--- config.mk ---
export PLATFORM = sky130hd
export DESIGN_NAME = osc_select_ctrl
export DESIGN_NICKNAME = d
export VERILOG_FILES = /design/src/osc_pkg.sv /design/src/osc_bus_if.sv /design/src/osc_decode.sv /design/src/osc_select_ctrl.sv
export VERILOG_INCLUDE_DIRS = /design/src
export SDC_FILE = /design/constraint.sdc
export NUM_CORES = 1
export LEC_CHECK = 0
export BUFFER_PORTS_ARGS = -buffer_cell sky130_fd_sc_hd__buf_2
export CORE_MARGIN = 5
export CORE_UTILIZATION = 45
export CTS_CLUSTER_SIZE = 30
export DETAILED_ROUTE_END_ITERATION = 10
export PLACE_DENSITY_LB_ADDON = 0.2
export SYNTH_ARGS = -nofsm -noshare
export SYNTH_HDL_FRONTEND = slang
export SYNTH_SLANG_ARGS = --single-unit
--- constraint.sdc ---
create_clock -name core_clk -period 3.3 [get_ports core_clk]
set_clock_uncertainty 0.1 [all_clocks]
set_input_delay 0.165 -clock core_clk [delete_from_list [all_inputs] [get_ports core_clk]]
set_output_delay 0.165 -clock core_clk [all_outputs]
set_load 0.005 [all_outputs]
--- src/osc_params.svh ---
// constants for the oscillator select control block
`ifndef OSC_PARAMS_SVH
`define OSC_PARAMS_SVH
`define OSC_PERIPH_ID       8'h04
`define OSC_GEN_CTRL_OFS    8'h00
`define OSC_INT_CTRL_OFS    8'h01
`define OSC_XTAL_CTRL_OFS   8'h02
`define OSC_SEL_BIT         0
`define OSC_TILE_RST_BIT    1
`define OSC_INT_EN_BIT      0
`define OSC_INT_SLOW_BIT    1
`define OSC_XTAL_EN_BIT     0
`define OSC_XTAL_BIAS_BIT   1
`define OSC_TILE_RST_RESET  1'b0
`define OSC_INT_EN_RESET    1'b1
`define OSC_INT_SLOW_RESET  1'b0
`define OSC_XTAL_EN_RESET   1'b1
`define OSC_XTAL_BIAS_RESET 1'b1
`define OSC_TILE_RST_NS     100
`define OSC_CLK_NS          100
`define OSC_TILE_RST_CYC    ((`OSC_TILE_RST_NS + `OSC_CLK_NS - 1) / `OSC_CLK_NS)
`endif

--- src/osc_pkg.sv ---
// types shared by the oscillator select control block
package osc_pkg;
  typedef logic [7:0] osc_byte_t;
  typedef logic [1:0] osc_reg_sel_t;
  typedef enum logic [1:0] {OSC_NONE, OSC_GEN, OSC_INT, OSC_XTAL} osc_reg_e;
endpackage

--- src/osc_bus_if.sv ---
// register access bundle between the decoder and the register file
`timescale 1ns/1ps
interface osc_bus_if;
  import osc_pkg::*;
  logic     wr;
  logic     rd;
  osc_reg_e sel;
  osc_byte_t wdata;
  modport dec (output wr, output rd, output sel, output wdata);
  modport regs (input wr, input rd, input sel, input wdata);
endinterface

--- src/osc_decode.sv ---
// decodes peripheral number and byte offset into a register select
`timescale 1ns/1ps
`include "osc_params.svh"
module osc_decode
  import osc_pkg::*;
(
  input  wire logic [7:0] periph,
  input  wire logic [7:0] addr,
  input  wire logic       wr_req,
  input  wire logic       rd_req,
  input  wire logic [7:0] wdata,
  osc_bus_if.dec          bus
);
  function automatic osc_reg_e dec_reg(input logic [7:0] p, input logic [7:0] a);
    if (p != `OSC_PERIPH_ID) return OSC_NONE;
    unique case (a)
      `OSC_GEN_CTRL_OFS:  return OSC_GEN;
      `OSC_INT_CTRL_OFS:  return OSC_INT;
      `OSC_XTAL_CTRL_OFS: return OSC_XTAL;
      default:            return OSC_NONE;
    endcase
  endfunction

  always_comb begin
    bus.sel   = dec_reg(periph, addr);
    bus.wr    = wr_req;
    bus.rd    = rd_req;
    bus.wdata = wdata;
  end
endmodule // osc_decode

--- src/osc_select_ctrl.sv ---
// oscillator select control registers reached as byte-wide peripheral 4
`timescale 1ns/1ps
`include "osc_params.svh"
// Operation
// answers as peripheral number four only; rd_valid follows every read taken with clk_en high, other numbers read zero
// every access is one byte wide
// bit0 selects crystal or internal; strap reset
// select change resets tile when enabled
// internal oscillator speed bit, fast by default
// internal oscillator enable, reset to one
// software stops only the unused oscillator
// crystal bias enable, reset to one
// crystal oscillator enable, reset to one
// reserved bits read zero, ignore writes
module osc_select_ctrl
  import osc_pkg::*;
(
  input  wire logic       core_clk,
  input  wire logic       reset,
  input  wire logic       clk_en,
  input  wire logic       sel_strap,
  input  wire logic [7:0] periph,
  input  wire logic [7:0] addr,
  input  wire logic       wr_req,
  input  wire logic       rd_req,
  input  wire logic [7:0] wdata,
  output logic      [7:0] rdata,
  output logic            rd_valid,
  output logic            osc_sel,
  output logic            int_osc_en,
  output logic            int_osc_slow,
  output logic            xtal_en,
  output logic            xtal_bias_en,
  output logic            tile_reset
);
  osc_bus_if bus ();

  osc_decode osc_decode_i (
    .periph (periph),
    .addr   (addr),
    .wr_req (wr_req),
    .rd_req (rd_req),
    .wdata  (wdata),
    .bus    (bus)
  );

  logic       strap_pend_r;
  logic       tile_rst_en_r;
  logic [1:0] rst_cnt_r;
  logic       sel_nxt;

  // strap is sampled on the first enabled edge after reset release, never under reset
  always_ff @(posedge core_clk) begin
    if (reset) begin
      strap_pend_r <= 1'b1;
    end else if (clk_en) begin
      strap_pend_r <= 1'b0;
    end
  end

  always_comb begin
    sel_nxt = osc_sel;
    if (strap_pend_r) begin
      sel_nxt = sel_strap;
    end else if (bus.wr && bus.sel == OSC_GEN) begin
      sel_nxt = bus.wdata[`OSC_SEL_BIT];
    end
  end

  always_ff @(posedge core_clk) begin
    if (reset) begin
      osc_sel <= 1'b0;
    end else if (clk_en) begin
      osc_sel <= sel_nxt;
    end
  end

  always_ff @(posedge core_clk) begin
    if (reset) begin
      tile_rst_en_r <= `OSC_TILE_RST_RESET;
    end else if (clk_en && bus.wr && bus.sel == OSC_GEN) begin
      tile_rst_en_r <= bus.wdata[`OSC_TILE_RST_BIT];
    end
  end

  // pulse uses the enable as it stood before this write, so enabling and
  // switching in one write does not reset the tile
  always_ff @(posedge core_clk) begin
    if (reset) begin
      rst_cnt_r  <= 2'h0;
      tile_reset <= 1'b0;
    end else if (clk_en) begin
      if (!strap_pend_r && tile_rst_en_r && sel_nxt != osc_sel) begin
        rst_cnt_r  <= 2'(`OSC_TILE_RST_CYC);
        tile_reset <= 1'b1;
      end else if (rst_cnt_r > 2'h1) begin
        rst_cnt_r  <= rst_cnt_r - 2'h1;
      end else begin
        rst_cnt_r  <= 2'h0;
        tile_reset <= 1'b0;
      end
    end
  end

  // no interlock against stopping the clock in use: left to software
  always_ff @(posedge core_clk) begin
    if (reset) begin
      int_osc_en   <= `OSC_INT_EN_RESET;
      int_osc_slow <= `OSC_INT_SLOW_RESET;
    end else if (clk_en && bus.wr && bus.sel == OSC_INT) begin
      int_osc_en   <= bus.wdata[`OSC_INT_EN_BIT];
      int_osc_slow <= bus.wdata[`OSC_INT_SLOW_BIT];
    end
  end

  always_ff @(posedge core_clk) begin
    if (reset) begin
      xtal_en      <= `OSC_XTAL_EN_RESET;
      xtal_bias_en <= `OSC_XTAL_BIAS_RESET;
    end else if (clk_en && bus.wr && bus.sel == OSC_XTAL) begin
      xtal_en      <= bus.wdata[`OSC_XTAL_EN_BIT];
      xtal_bias_en <= bus.wdata[`OSC_XTAL_BIAS_BIT];
    end
  end

  always_ff @(posedge core_clk) begin
    if (reset) begin
      rdata    <= 8'h00;
      rd_valid <= 1'b0;
    end else if (clk_en) begin
      rd_valid <= bus.rd;
      if (bus.rd) begin
        unique case (bus.sel)
          OSC_GEN:  rdata <= {6'h00, tile_rst_en_r, osc_sel};
          OSC_INT:  rdata <= {6'h00, int_osc_slow, int_osc_en};
          OSC_XTAL: rdata <= {6'h00, xtal_bias_en, xtal_en};
          OSC_NONE: rdata <= 8'h00;
        endcase
      end
    end
  end
endmodule // osc_select_ctrl

==> results of run 1 <==
==> registers in the layout, indices dropped and copies added, names as in the netlist <==
signal         cells
rdata              2
rst_cnt_r          2
int_osc_en         1
int_osc_slow       1
osc_sel            1
rd_valid           1
strap_pend_r       1
tile_reset         1
tile_rst_en_r      1
xtal_bias_en       1
xtal_en            1
==> per-stage QoR <==
| step | instances | power [mW] | cell area [um2] | utilization (%) |
|---|---|---|---|---|
| after floorplan | 89 | 0.193 | 777 | - |
| after global placement | 128 | 0.211 | 901 | 57.8 |
| after detailed placement | 128 | 0.212 | 901 | 57.8 |
| after CTS | 132 | 0.312 | 927 | 59.5 |
| after global routing | 132 | 0.326 | 927 | 59.5 |
| final | 132 | 0.310 | 927 | 59.5 |
==> cells in the final DEF, fill, tap and decap left out, types with 2 or more instances in the layout <==
master	Yosys	routed
buf_2	0	32
a2bb2oi_1	2	2
nor4_4	3	3
dfxtp_1	13	13
mux2i_1	5	5
conb_1	1	6
or3_1	2	2
nand2_1	9	9
clkbuf_4	0	3
nor2_1	7	7
nand4_1	3	3
inv_1	5	5
a21oi_1	7	7
nand3_1	2	2
==> routing by layer <==
metal / part of all wire, % / up-vias
li1: - / 355
met1: 43 / 318
met2: 50 / 22
met3: 6.5 / 2
met4: 0.54 / 0
met5: 0 / -
==> kinds of logic after synthesis <==
family	count (synthesis)	share of synthesized area, %
AND/OR/NAND/NOR	33	32.2
AO/OA/AOI/OAI	17	15.3
buffers and inverters	14	9.90
flip-flops	13	34.3
multiplexers	5	6.60
XOR/XNOR	1	1.16
other	1	0.495
==> critical path: stages, from the launching register on <==
cell and delay, ps:
dfxtp_1 340, nor4_1 370, nand4_1 220, o2111a_1 180
==> how the worst max path moves through the flow <==
stage	start	to	slack (ps)
global route	strap_pend_r	rst_cnt_r[1]	1890
global placement	periph[0]	xtal_bias_en	1770
detailed placement	periph[0]	rdata[0]	1720
CTS	strap_pend_r	rst_cnt_r[1]	2000
floorplan	periph[0]	rdata[0]	1980
finish	strap_pend_r	rst_cnt_r[1]	1990
==> layout make-up <==
type	instances	share of cell area, %
timing repair buffer	32	17.3
sequential	13	28.1
tap	16	2.16
multi-input combinational	62	47.6
inverter	5	2.02
clock buffer	4	2.83
==> power groups by stage <==
| stage | Clock, mW | Sequential, mW | Combinational (mW) |
|---|---|---|---|
| 6_report | 0.102 | 0.161 | 0.0473 |
| 5_1_grt | 0.112 | 0.161 | 0.0532 |
| 4_1_cts | 0.104 | 0.161 | 0.0471 |
| 3_5_place_dp | 0 | 0.165 | 0.0469 |
| 3_3_place_gp | 0 | 0.165 | 0.0461 |
| 2_1_floorplan | 0 | 0.165 | 0.0286 |
==> results.md, run 1 <==
* Clock power share at about a third
* Via count at 697
* RSZ-0062 raised after global routing: false
* H-Tree Depth at 1
* Prevailing post-synth register cell: dfxtp_1
* Post-synthesis register bit count at 13
* Max FO, Critical Path at 4
* ANT cells at 0
* Comb pwr share at about 15%
* Share of layout cells above drive strength 1 at 34.5%
* Setup repair bufs after CTS at 0
* Max_cap viols at 0
* Multi-input gate area at roughly 440 um2
* Min-Delay Path Depth at 3
* Met1 Resource Use GR at 15.6%
* CP Launch Type: flip-flop
* FF-to-FF setup slack at between 1500 and 2000 ps
* Fin crit period at ~1300 ps
* Die H at 51.1 um
* Data required time at the worst endpoint at approximately 3400 ps
* Asr flop ratio synth at 0%
* Register area share after synthesis at 34.3%
* Antenna violations before repair at 0
* EDFF count, synth at 0
* Final setup viols at 0
* Cells after synthesis at 84
* CTS Root Cell: clkbuf_4
* Hold Startpoint: wdata[0]
* CTS sink count at 13
* Total global-route track usage at between 10% and 20%
* DR iter-0 viols at 8
* Largest net degree at the start of global routing at 16
* Count of input and output buffers at 32
* First-pass GRT wire length at about 2700 um
* Max clock buf depth at 2
* HPWL Detailed at between 1000 and 1500 um
* Status: complete, no violations
* Die width at 51.1 um
* Drt total wl at around 1700 um
* WHS Endpoint: osc_sel
* Clock slew at reported path FFs at 80 ps
* HP Class: primary input to flip-flop
* Remaining DRCs at 0
* GRT busiest layer: met2
* Resized cells post-CTS at 0
* Setup tns final at 0 ps
* Core footprint at ~0.0016 mm2
* Sequential cell area at approximately 260 um2
* Worst IR Drop VDD at ~0.24 mV
* WL per Instance at 12.7 um
* Yosys top cell by area: dfxtp_1
* Pleak at 0.408 nW
* Routability congestion estimate at a little under 0.8
* PwrDens at between 300 and 400 mW/mm2
* CTS Hold Bufs at 0
* Sw Share at between 20% and 30%
* Reg2reg start: strap_pend_r
* TritonCTS buffer count at 3
* Crit path DAT at 1390 ps
* Reg power frac at a little over half
* Avg Vias per Cell at 5.28
* Nature of the critical path endpoint: flip-flop
* Final Hold Vio Count at 0
* I/O pin cnt at 45
* Worst Setup Path Type: flip-flop to flip-flop
* Distinct cells, synth at 30
* Final-layout fill cell count at ~160
* Drt pass-1 iters at 4
* CTS tree: yes
* Max-slew violations at 0
* Syn avg cell area at ~9 um2
* Top cells by count, synth: dfxtp_1, nand2_1, a21oi_1, nor2_1, buf_4
* Via count of the first global-routing pass at ~630
* F_max at about 760 MHz
* P_int at approximately 0.23 mW
* Area grow syn2layout at 22.3%
* Min Hold Slack at 67.2 ps
* Clk_lat worst skew at roughly 280 ps
* Count leader, synth: dfxtp_1
* GR Layer Usage met3 at between 5 and 6%
* Die area at 0.00261 mm2
* Final antenna-violating net count at 0
* Synth warn at 0
* Pre-CTS setup slack at roughly 1700 ps
* Grt total ovfl at 0
* Cell row count at 14
* R2R cell count at 3
* Area share of the largest cell type after synthesis at between 30 and 40%
* Final worst slack at 1990 ps
* Synth area leaders: dfxtp_1, nor4_4, mux2i_1
* Mapped cell area at 758 um2
* Routing usage on met2 at between 20% and 30%
* Worst R2R End: rst_cnt_r[1]
* Net switching power at about 0.084 mW
* Net count of the finished layout at roughly 150
* Starting Density at 48.6%
* Fin crit share at between 30% and 40%
Power figures use the tool's default switching activity.
==> run 2, diff against run 1 <==
--- a/config.mk
+++ b/config.mk
@@ -8,7 +8,7 @@
 export LEC_CHECK = 0
 export BUFFER_PORTS_ARGS = -buffer_cell sky130_fd_sc_hd__buf_2
 export CORE_MARGIN = 5
-export CORE_UTILIZATION = 45
+export CORE_UTILIZATION = 42
 export CTS_CLUSTER_SIZE = 30
 export DETAILED_ROUTE_END_ITERATION = 10
 export PLACE_DENSITY_LB_ADDON = 0.2
==> constraint.sdc (replaced) <==
create_clock -name core_clk -period 1.3 [get_ports core_clk]
set_clock_uncertainty 0.1 [all_clocks]
set_input_delay 0.065 -clock core_clk [delete_from_list [all_inputs] [get_ports core_clk]]
set_output_delay 0.065 -clock core_clk [all_outputs]
set_load 0.005 [all_outputs]
==> run 2 against run 1 <==
Core utilization decreased by 1.4 points; combinational power increased to 2.9 times the previous value; non-clock buffer count increased by 7; power increased to 2.6 times the previous value; sequential power increased to 2.5 times the previous value; die area increased by 5.7%.
==> results.md, run 2 (synthesis results as in run 1) <==
* Via count of the first global-routing pass at 722 (+14%)
* Final Power at 0.792 mW (+160%)
* Die width at 52.5 um (+2.8%)
* Min Hold Slack at 43.1 ps (-24.1 ps)
* WL per Instance at 12.4 um (-1.9%)
* CTS sink count at 13 (unchanged)
* Via count at 734 (+5.3%)
* CP Launch Type: flip-flop
* Pleak at 0.440 nW (+8.1%)
* Cell row count at 15 (+1)
* Count of input and output buffers at 32 (unchanged)
* Commonest non-fill, non-tap cell in the layout: buf_2
* Nature of the critical path endpoint: flip-flop
* Final Hold Vio Count at 0 (unchanged)
* Die H at 52.5 um (+2.8%)
* Post-layout util at 58.0% (-1.4 points)
* H-Tree Depth at 1 (unchanged)
* Grt total ovfl at 0 (unchanged)
* Post-route cell area at 0.00100 mm2 (+8.1%)
* Setup repair bufs after CTS at 0 (unchanged)
* Fin crit period at 1240 ps (-67.3 ps)
* Max FO, Critical Path at 4 (unchanged)
* HP Class: primary input to flip-flop
* Area grow syn2layout at 32.2%
* Avg Vias per Cell at 4.96 (-6.1%)
* First-pass GRT wire length at 2940 um (+9.8%)
* I/O pin cnt at 45 (unchanged)
* Worst IR Drop VDD at 0.476 mV (+95%)
* Final worst slack at 58.3 ps (-1930 ps)
* CTS Root Cell: clkbuf_4
* ANT cells at 0 (unchanged)
* Drt pass-1 iters at 4 (unchanged)
* Final-layout fill cell count at 163 (+4.5%)
* RSZ-0062 raised after global routing: false
* Most frequent cells in the layout: buf_2, dfxtp_1, nand2_1, nor2_1, a21oi_1
* PwrDens at 791 mW/mm2 (+140%)
* Status: complete, no violations
* Max clock buf depth at 2 (unchanged)
* Top flop regs: rdata x2, rst_cnt_r x2
* F_max at 805 MHz (+5.4%)
* Max-slew violations at 0 (unchanged)
* Share of layout cells above drive strength 1 at 37.4% (+2.9 points)
* Remaining DRCs at 0 (unchanged)
* Clock slew at reported path FFs at 80 ps (about the same)
* Net count of the finished layout at 154 (+4.8%)
* Final antenna-violating net count at 0 (unchanged)
* Antenna violations before repair at 0 (unchanged)
* Starting Density at 43.9% (-4.7 points)
* Core footprint at 0.00173 mm2 (+11%)
* Dpl cell area at 950 um2 (+5.4%)
* Pre-CTS setup slack at -150 ps (-1870 ps)
* Drt total wl at 1840 um (+10%)
* Worst Setup Path Type: flip-flop to flip-flop
* Die area at 0.00276 mm2 (+5.7%)
* CTS tree: yes
* DR iter-0 viols at 11 (+3)
* Data required time at the worst endpoint at 1370 ps (-2010 ps)
* Routability congestion estimate at 0.803 (+4.5%)
* HPWL Detailed at 1470 um (+8.4%)
* TritonCTS buffer count at 3 (unchanged)
* Largest net degree at the start of global routing at 16 (unchanged)
* Max_cap viols at 0 (unchanged)
* Clk_lat worst skew at 280 ps (about the same)
* Final setup viols at 0 (unchanged)
* Total global-route track usage at 14.7% (+0.99 points)
* Fin crit share at 95.5% (+56 points)
* Crit path DAT at 1310 ps (-80 ps)
[run 2: metrics by stage]
stage	cells	TNS (ps)
after floorplan	89	0
after global placement	142	-678
after detailed placement	142	-1000
after CTS	148	0
after global routing	148	0
final	148	0
[run 2: metal layers]
metal  global-route usage (%)  part of all wire (%)
met1                     14.2                    40
met2                     27.3                    52
met3                     5.98                   6.5
met4                     5.96                   1.3
met5                        0                     0
[run 2: area by class of cell]
cell class	count	area, um2	share of cell area (%)
multi-input cells	62	448	44.7
flip-flops and latches	13	260	26.0
repair buffers	39	218	21.7
well taps	25	31.3	3.12
clock buffers	4	26.3	2.62
inverters	5	18.8	1.87
[run 2: final timing paths]
path | start | to | slack (ps) | cells past startpoint
max | strap_pend_r | rst_cnt_r[1] | 60 | 3
min | clk_en | rst_cnt_r[0] | 40 | 3
max reg2reg | strap_pend_r | rst_cnt_r[1] | 60 | 3
min reg2reg | rdata[1] | rdata[1] | 350 | 2
[run 2: where the power goes]
| group | internal, mW | switching, mW | total [mW] |
|---|---|---|---|
| Combinational | 0.0617 | 0.0747 | 0.136 |
| Sequential | 0.403 | 0.00392 | 0.407 |
| Clock | 0.119 | 0.130 | 0.249 |
| Total | 0.584 | 0.208 | 0.792 |
[run 2: worst max-delay path, cell delays in order (launching register included)]
cell and delay [ps]:
dfxtp_1 350, nor4_2 320, nand4_1 200, o2111a_1 170
[run 2: repair_timing]
item,4_1_cts,5_1_grt
endpoints found under the setup margin,0,3
hold buffers,2,0
resized for setup,0,1
hold endpoints to repair,4,0
